`config.mk`:
```
export PLATFORM = sky130hd
export DESIGN_NAME = crkr_top
export DESIGN_NICKNAME = d
export VERILOG_FILES = /design/src/crkr_pkg.sv /design/src/crkr_match_if.sv /design/src/crkr_addr_match.sv /design/src/crkr_top.sv
export SDC_FILE = /design/constraint.sdc
export NUM_CORES = 1
export LEC_CHECK = 0
export ABC_AREA = 1
export BUFFER_PORTS_ARGS = -buffer_cell sky130_fd_sc_hd__buf_2
export CORE_ASPECT_RATIO = 1.4
export CORE_MARGIN = 5
export CORE_UTILIZATION = 45
export DETAILED_ROUTE_END_ITERATION = 10
export PLACE_DENSITY = 0.69
export SLEW_MARGIN = 10
export SYNTH_ARGS = -nofsm -noshare
export SYNTH_HDL_FRONTEND = slang
export SYNTH_SLANG_ARGS = --single-unit
```
`constraint.sdc`:
```
create_clock -name clk_sys_i -period 11.7 [get_ports clk_sys_i]
set_clock_uncertainty 0.05 [all_clocks]
set_input_delay 0 -clock clk_sys_i [delete_from_list [all_inputs] [get_ports clk_sys_i]]
set_output_delay 0 -clock clk_sys_i [all_outputs]
set_load 0.05 [all_outputs]
```
`src/crkr_pkg.sv`:
```
// Package with opcodes, status codes, sizes and states of the command interpreter
package crkr_pkg;

  localparam logic [9:0]  OPC_DECLINE   = 10'h00A;
  localparam logic [9:0]  OPC_KEY_SUPPLY = 10'h00B;
  localparam logic [9:0]  OPC_KEY_ABSENT = 10'h00C;

  localparam int          ADDR_W        = 48;
  localparam int          KEY_W         = 128;

  localparam logic [7:0]  ST_SUCCESS    = 8'h00;
  localparam logic [7:0]  ST_UNKNOWN_CONN = 8'h02;
  localparam logic [7:0]  ST_CMD_DISALLOWED = 8'h0C;
  localparam logic [7:0]  ST_BAD_PARAM  = 8'h12;
  localparam logic [7:0]  ST_UNKNOWN_CMD = 8'h01;
  localparam logic [7:0]  REASON_MIN    = 8'h0D;
  localparam logic [7:0]  REASON_MAX    = 8'h0F;

  localparam logic [7:0]  EVT_NONE      = 8'h00;
  localparam logic [7:0]  EVT_CONN_COMPLETE = 8'h03;
  localparam logic [7:0]  EVT_CMD_COMPLETE  = 8'h0E;
  localparam logic [7:0]  EVT_CMD_STATUS    = 8'h0F;
  localparam logic [7:0]  EVT_KEY_REQUEST   = 8'h17;

  typedef enum logic [2:0] {
    CRKR_IDLE,
    CRKR_DEC_STATUS,
    CRKR_DEC_LOCAL,
    CRKR_DEC_PEER,
    CRKR_KEY_EVT,
    CRKR_REPLY_DONE
  } crkr_state_t;

endpackage

```
`src/crkr_match_if.sv`:
```
// Interface carrying one address comparison between the top and the matcher
`timescale 1ns/10ps
interface crkr_match_if;
  logic [crkr_pkg::ADDR_W-1:0] stored_addr;
  logic                        stored_valid;
  logic [crkr_pkg::ADDR_W-1:0] cmd_addr;
  logic                        hit;

  modport owner (output stored_addr, output stored_valid, output cmd_addr, input hit);
  modport matcher (input stored_addr, input stored_valid, input cmd_addr, output hit);
endinterface

```
`src/crkr_addr_match.sv`:
```
// Compares a command's peer address with an outstanding request
`timescale 1ns/10ps
module crkr_addr_match
(
  crkr_match_if.matcher m   // Comparison operands and result
);

  // Per-byte compare, all must agree
  logic [5:0] byte_eq;

  genvar g;
  generate
    for (g = 0; g < 6; g++)
    begin : g_byte
      assign byte_eq[g] = (m.stored_addr[g*8 +: 8] == m.cmd_addr[g*8 +: 8]);
    end
  endgenerate

  assign m.hit = m.stored_valid & (&byte_eq);

endmodule

```
`src/crkr_top.sv`:
```
// Decline-connection and key-reply command interpreter
`timescale 1ns/10ps
module crkr_top
(
  input  wire logic                         clk_sys_i,        // System clock, 250 MHz
  input  wire logic                         rst_i,            // Async reset, active high
  // Host command port
  input  wire logic                         cmd_valid_i,      // Command present
  output logic                              cmd_ready_o,      // Command taken
  input  wire logic [9:0]                   cmd_opcode_command_field_i, // Opcode field
  input  wire logic [crkr_pkg::ADDR_W-1:0]  cmd_peer_device_address_i,  // Peer address
  input  wire logic [7:0]                   cmd_reason_i,     // Decline cause
  input  wire logic [crkr_pkg::KEY_W-1:0]   cmd_key_i,        // Supplied key
  // Link side: connection requests and key needs
  input  wire logic                         conn_req_i,       // Incoming connection request
  input  wire logic                         key_need_i,       // Key needed for a peer
  input  wire logic [crkr_pkg::ADDR_W-1:0]  link_peer_device_address_i, // Peer of request
  // Host event port
  output logic                              evt_valid_o,      // Event present
  input  wire logic                         evt_ready_i,      // Event accepted
  output logic [7:0]                        evt_code_o,       // Event code
  output logic [7:0]                        evt_status_o,     // Status byte
  output logic [9:0]                        evt_opcode_command_field_o, // Opcode answered
  output logic [crkr_pkg::ADDR_W-1:0]       evt_peer_device_address_o,  // Address field
  output logic                              evt_to_peer_o,    // Event bound for peer host
  // Link manager outputs
  output logic                              key_valid_o,      // Key delivered, one cycle
  output logic                              key_absent_o,     // No key, one cycle
  output logic [crkr_pkg::KEY_W-1:0]        key_o,            // Delivered key
  output logic                              decline_o         // Decline issued, one cycle
);

  // ************************************************
  // Decoding
  // ************************************************
  function automatic logic is_known(input logic [9:0] op);
    is_known = (op == crkr_pkg::OPC_DECLINE) || (op == crkr_pkg::OPC_KEY_SUPPLY) ||
               (op == crkr_pkg::OPC_KEY_ABSENT);
  endfunction

  crkr_pkg::crkr_state_t             state_ff, nxt_state;
  logic [crkr_pkg::ADDR_W-1:0]       conn_addr_ff, nxt_conn_addr;
  logic                              conn_pend_ff, nxt_conn_pend;
  logic [crkr_pkg::ADDR_W-1:0]       key_addr_ff, nxt_key_addr;
  logic                              key_pend_ff, nxt_key_pend;
  logic [9:0]                        op_ff, nxt_op;
  logic [7:0]                        status_ff, nxt_status;
  logic [7:0]                        reason_ff, nxt_reason;
  logic [crkr_pkg::ADDR_W-1:0]       addr_ff, nxt_addr;
  logic [crkr_pkg::KEY_W-1:0]        key_ff, nxt_key;
  logic                              kval_ff, nxt_kval;
  logic                              kabs_ff, nxt_kabs;
  logic                              dec_ff, nxt_dec;
  logic [7:0]                        evt_code_ff, nxt_evt_code;
  logic [7:0]                        evt_stat_ff, nxt_evt_stat;
  logic                              to_peer_ff, nxt_to_peer;

  crkr_match_if conn_m ();
  crkr_match_if key_m ();

  assign conn_m.stored_addr  = conn_addr_ff;
  assign conn_m.stored_valid = conn_pend_ff;
  assign conn_m.cmd_addr     = cmd_peer_device_address_i;
  assign key_m.stored_addr   = key_addr_ff;
  assign key_m.stored_valid  = key_pend_ff;
  assign key_m.cmd_addr      = cmd_peer_device_address_i;

  crkr_addr_match u_conn_match
  (
    .m (conn_m)
  );

  crkr_addr_match u_key_match
  (
    .m (key_m)
  );

  // ************************************************
  // Next state
  // ************************************************
  always_comb
  begin
    nxt_state     = state_ff;
    nxt_conn_addr = conn_addr_ff;
    nxt_conn_pend = conn_pend_ff;
    nxt_key_addr  = key_addr_ff;
    nxt_key_pend  = key_pend_ff;
    nxt_op        = op_ff;
    nxt_status    = status_ff;
    nxt_reason    = reason_ff;
    nxt_addr      = addr_ff;
    nxt_key       = key_ff;
    nxt_kval      = 1'b0;
    nxt_kabs      = 1'b0;
    nxt_dec       = 1'b0;
    cmd_ready_o   = 1'b0;

    // Outstanding connection request, kept until declined
    if (conn_req_i && !conn_pend_ff)
    begin
      nxt_conn_addr = link_peer_device_address_i;
      nxt_conn_pend = 1'b1;
    end

    case (state_ff)
      crkr_pkg::CRKR_IDLE:
      begin
        if (key_need_i && !key_pend_ff)
        begin
          nxt_key_addr = link_peer_device_address_i;
          nxt_key_pend = 1'b1;
          nxt_addr     = link_peer_device_address_i;
          nxt_state    = crkr_pkg::CRKR_KEY_EVT;
        end
        else if (cmd_valid_i)
        begin
          cmd_ready_o = 1'b1;
          nxt_op      = cmd_opcode_command_field_i;
          nxt_addr    = cmd_peer_device_address_i;
          nxt_reason  = cmd_reason_i;
          nxt_status  = crkr_pkg::ST_SUCCESS;
          if (!is_known(cmd_opcode_command_field_i))
          begin
            nxt_status = crkr_pkg::ST_UNKNOWN_CMD;
            nxt_state  = crkr_pkg::CRKR_DEC_STATUS;
          end
          else if (cmd_opcode_command_field_i == crkr_pkg::OPC_DECLINE)
          begin
            if (!conn_m.hit)
              nxt_status = crkr_pkg::ST_UNKNOWN_CONN;
            else if (cmd_reason_i < crkr_pkg::REASON_MIN ||
                     cmd_reason_i > crkr_pkg::REASON_MAX)
              nxt_status = crkr_pkg::ST_BAD_PARAM;
            nxt_state = crkr_pkg::CRKR_DEC_STATUS;
          end
          else
          begin
            if (!key_m.hit)
              nxt_status = crkr_pkg::ST_UNKNOWN_CONN;
            else
            begin
              nxt_key_pend = 1'b0;
              if (cmd_opcode_command_field_i == crkr_pkg::OPC_KEY_SUPPLY)
              begin
                nxt_key  = cmd_key_i;
                nxt_kval = 1'b1;
              end
              else
                nxt_kabs = 1'b1;
            end
            nxt_state = crkr_pkg::CRKR_REPLY_DONE;
          end
        end
      end
      crkr_pkg::CRKR_DEC_STATUS:
      begin
        if (evt_ready_i)
        begin
          if (op_ff == crkr_pkg::OPC_DECLINE && status_ff == crkr_pkg::ST_SUCCESS)
          begin
            nxt_dec       = 1'b1;
            nxt_conn_pend = 1'b0;
            nxt_state     = crkr_pkg::CRKR_DEC_LOCAL;
          end
          else
            nxt_state = crkr_pkg::CRKR_IDLE;
        end
      end
      crkr_pkg::CRKR_DEC_LOCAL:
        if (evt_ready_i)
          nxt_state = crkr_pkg::CRKR_DEC_PEER;
      crkr_pkg::CRKR_DEC_PEER, crkr_pkg::CRKR_KEY_EVT, crkr_pkg::CRKR_REPLY_DONE:
        if (evt_ready_i)
          nxt_state = crkr_pkg::CRKR_IDLE;
      default:
        nxt_state = crkr_pkg::CRKR_IDLE;
    endcase
  end

  // ************************************************
  // Registers
  // ************************************************
  always_ff @(posedge clk_sys_i or posedge rst_i)
  begin
    if (rst_i)
    begin
      state_ff     <= crkr_pkg::CRKR_IDLE;
      conn_addr_ff <= '0;
      conn_pend_ff <= 1'b0;
      key_addr_ff  <= '0;
      key_pend_ff  <= 1'b0;
      op_ff        <= '0;
      status_ff    <= crkr_pkg::ST_SUCCESS;
      reason_ff    <= '0;
      addr_ff      <= '0;
      key_ff       <= '0;
      kval_ff      <= 1'b0;
      kabs_ff      <= 1'b0;
      dec_ff       <= 1'b0;
    end
    else
    begin
      state_ff     <= nxt_state;
      conn_addr_ff <= nxt_conn_addr;
      conn_pend_ff <= nxt_conn_pend;
      key_addr_ff  <= nxt_key_addr;
      key_pend_ff  <= nxt_key_pend;
      op_ff        <= nxt_op;
      status_ff    <= nxt_status;
      reason_ff    <= nxt_reason;
      addr_ff      <= nxt_addr;
      key_ff       <= nxt_key;
      kval_ff      <= nxt_kval;
      kabs_ff      <= nxt_kabs;
      dec_ff       <= nxt_dec;
    end
  end

  // ************************************************
  // Event output
  // ************************************************
  // Fields follow the state being entered, so they leave flip-flops
  always_comb
  begin
    nxt_evt_code = crkr_pkg::EVT_NONE;
    nxt_evt_stat = nxt_status;
    nxt_to_peer  = 1'b0;
    case (nxt_state)
      crkr_pkg::CRKR_DEC_STATUS:  nxt_evt_code = crkr_pkg::EVT_CMD_STATUS;
      crkr_pkg::CRKR_DEC_LOCAL:   nxt_evt_code = crkr_pkg::EVT_CONN_COMPLETE;
      crkr_pkg::CRKR_DEC_PEER:
      begin
        nxt_evt_code = crkr_pkg::EVT_CONN_COMPLETE;
        nxt_evt_stat = nxt_reason;
        nxt_to_peer  = 1'b1;
      end
      crkr_pkg::CRKR_KEY_EVT:     nxt_evt_code = crkr_pkg::EVT_KEY_REQUEST;
      crkr_pkg::CRKR_REPLY_DONE:  nxt_evt_code = crkr_pkg::EVT_CMD_COMPLETE;
      default:                    nxt_evt_code = crkr_pkg::EVT_NONE;
    endcase
  end

  always_ff @(posedge clk_sys_i or posedge rst_i)
  begin
    if (rst_i)
    begin
      evt_code_ff <= crkr_pkg::EVT_NONE;
      evt_stat_ff <= crkr_pkg::ST_SUCCESS;
      to_peer_ff  <= 1'b0;
    end
    else
    begin
      evt_code_ff <= nxt_evt_code;
      evt_stat_ff <= nxt_evt_stat;
      to_peer_ff  <= nxt_to_peer;
    end
  end

  assign evt_valid_o   = (evt_code_ff != crkr_pkg::EVT_NONE);
  assign evt_code_o    = evt_code_ff;
  assign evt_status_o  = evt_stat_ff;
  assign evt_to_peer_o = to_peer_ff;
  assign evt_opcode_command_field_o = op_ff;
  assign evt_peer_device_address_o  = addr_ff;
  assign key_valid_o  = kval_ff;
  assign key_absent_o = kabs_ff;
  assign key_o        = key_ff;
  assign decline_o    = dec_ff;

endmodule

```
==> metrics <==
CTS tree done; crit end category register; hold crit path type input pin to async pin; Setup TNS 0 ns; initial antenna violation count 6; Starting Density 45.25%; post-CTS setup buffers 0; residual DRC count 0; final worst slack 7.646 ns; Pleak 11.27 nW; top post-synthesis cells by area dfrtp_1, nand2_1, inv_1; PwrDens 192.9 nW/µm²; min Tclk post-route 4.054 ns; gpl congestion 0.9188; max_cap viols 0; Clock Pin Slew Worst Setup and Hold Paths 0.06 ns; post-CTS sizing 0; CORE AREA 31310 µm²; cell area after synthesis 14170 µm²; R2R cell count 8; WS Path Type register to register; Filler Cells Inserted 2452; nets 2699; Hold-fix buffers, CTS 252; CP max FO 129; TritonRoute pass-1 iters 6; post-route cell area 20320 µm²; Rows 77; Buffers on Ports 452; Ys Warns 0; post-synthesis average cell area 7.978 µm²; Setup WS pre-CTS 7.466 ns; sequential power share 37.2%; clock network fraction of total power 29.2%; vias 14.57k; initial drt markers 1336; peak supply drop 0.1436 mV; largest net degree at the start of global routing 130; die footprint 35180 µm²; RSZ-0062 raised after global routing no; Routed Antenna Nets 0; register bit total from synthesis 320; vias in the first global route 14.62k; Clock Latency Late Sink 0.52 ns; Worst Path Arrival 4.45 ns; run status completed; Post-Syn Instances 1776; overall global routing resource usage 29.66%; synth unique cells 31; clk sink count 320; crit path launch key_m.stored_valid; Worst Hold Slack 0.05717 ns; Root Buffer clkbuf_16; Slew Limit Fails 0; final setup violation count 0; synthesis-to-layout area growth 43.40%; largest buffer count on any clock path 3; required time of the critical path 12.10 ns; placed wire-length estimate 35850 µm; Async S/R FF share, synth 100.0%; Final Hold Fails 0; area leader, netlist dfrtp_1; Die Height 220.0 µm; EDFF count, synth 0; GR Overflow Total 0; placed cell area 16600 µm²; Synth top area share 56.52%; Crit Reg-Reg Startpoint key_m.stored_valid; layout cells sized above 1 21.84%; WL per Instance 18.52 µm; sequential area share after synthesis 56.52%; H-tree Lvls 2; final core occ 64.89%; main flop type after synthesis dfrtp_1; Final period util 34.65%; Pint 0.002436 W; clock buffer count from CTS 35; Sw Pwr 0.001484 W; slew margin rel. 25.75%; total wire length 53270 µm; crit path launch type register; Top Ports 456; FMAX 246.7 MHz; vias per inst 5.064; worst-margin pin slew 1.114 ns; Die W 160.0 µm; switch share 37.85%; Gate power share 33.6%; first-pass GRT wire length 81940 µm
-- state kept, by name, summed over array words and instances, names as in the netlist, 3 cells and up --
signal	flops
evt_peer_device_address_o	48
conn_addr_ff	48
status_ff	8
key_addr_ff	48
evt_code_o	5
key_o	128
reason_ff	8
evt_opcode_command_field_o	10
state_ff	3
evt_status_o	8
-- layout make-up --
cell class	count	area, µm²	area share, %
Antenna cell	5	12.51	0.06158
Timing Repair Buffer	711	4837	23.81
Tap cell	395	494.2	2.432
Multi-Input combinational cell	1218	5152	25.36
Sequential cell	320	8008	39.41
Clock buffer	55	1064	5.234
Inverter	165	631.9	3.110
Clock inverter	8	118.9	0.5850
-- cells in the mapped netlist (6+ instances only) --
| cell | number |
|---|---|
| nand3_1 | 15 |
| nand2_1 | 808 |
| nor2_1 | 148 |
| a31oi_1 | 51 |
| o21ai_1 | 6 |
| nor3_1 | 6 |
| o21ai_0 | 108 |
| dfrtp_1 | 320 |
| a21oi_1 | 21 |
| xnor2_1 | 14 |
| inv_1 | 149 |
| xor2_1 | 10 |
| buf_6 | 12 |
| buf_2 | 26 |
| clkbuf_1 | 33 |
| o22ai_1 | 6 |
| inv_2 | 16 |
-- metal layers --
metal	routed length [µm]	global-route usage (%)
met5	17	0
met4	3725	17.73
met3	4933	9.130
met2	25610	50.13
met1	18980	33.04
-- final timing paths --
check | end | slack (ns)
max in group asynchronous | key_o[7] | 9.04
setup / recovery | key_o[52] | 7.65
hold / removal | evt_peer_device_address_o[14] | 0.06
hold reg to reg | key_o[35] | 0.42
min in group clk_sys_i | status_ff[4] | 0.12
setup reg to reg | key_o[52] | 7.65
-- worst max-delay path, stage by stage (launching register included) --
cell     delay (ns)
dfrtp_1        0.41
nor2_4         0.08
inv_2          0.71
nand2_1        0.24
nor2_4         0.64
nand3_4        0.58
inv_6          0.90
nand2_1        0.18
nand2_1        0.12
-- cells in the final DEF, fill, tap and decap left out, types with 6 or more instances in the layout --
master / n
clkbuf_16: 37
nand3_1: 15
inv_2: 15
a21oi_1: 21
buf_2: 452
dlygate4sd3_1: 252
o21ai_1: 6
nor3_1: 6
nand2_1: 807
a31oi_1: 51
inv_1: 148
xnor2_1: 14
buf_4: 7
nor2_1: 147
o22ai_1: 6
xor2_1: 10
clkbuf_1: 11
dfrtp_1: 320
o21ai_0: 108
clkbuf_8: 7
-- stage by stage --
step,total power [W],cells
2_1_floorplan,0.002282,1778
3_3_place_gp,0.002610,2557
3_5_place_dp,0.002636,2557
4_1_cts,0.003934,2872
5_1_grt,0.004116,2875
6_report,0.003920,2877
-- cells by family (layout without fill, tap and decap cells) --
| logic type | after synthesis | after routing | share of synthesized area [%] |
|---|---|---|---|
| compound gates | 195 | 195 | 7.444 |
| xor+xnor | 24 | 24 | 1.484 |
| buf+inv | 240 | 939 | 7.330 |
| flops | 320 | 320 | 56.52 |
| mux | 4 | 4 | 0.3179 |
| other cells | 1 | 8 | 0.02647 |
| simple gates | 992 | 992 | 26.88 |
-- power by group through the flow --
stage          clock network (W)  logic, W  registers (W)
2_1_floorplan                  0  0.000457        0.00182
3_3_place_gp                   0   0.00115        0.00146
3_5_place_dp                   0   0.00116        0.00147
4_1_cts                  0.00117   0.00131        0.00146
5_1_grt                  0.00121   0.00143        0.00148
6_report                 0.00114   0.00132        0.00146
(Power assumes the default switching activity.)
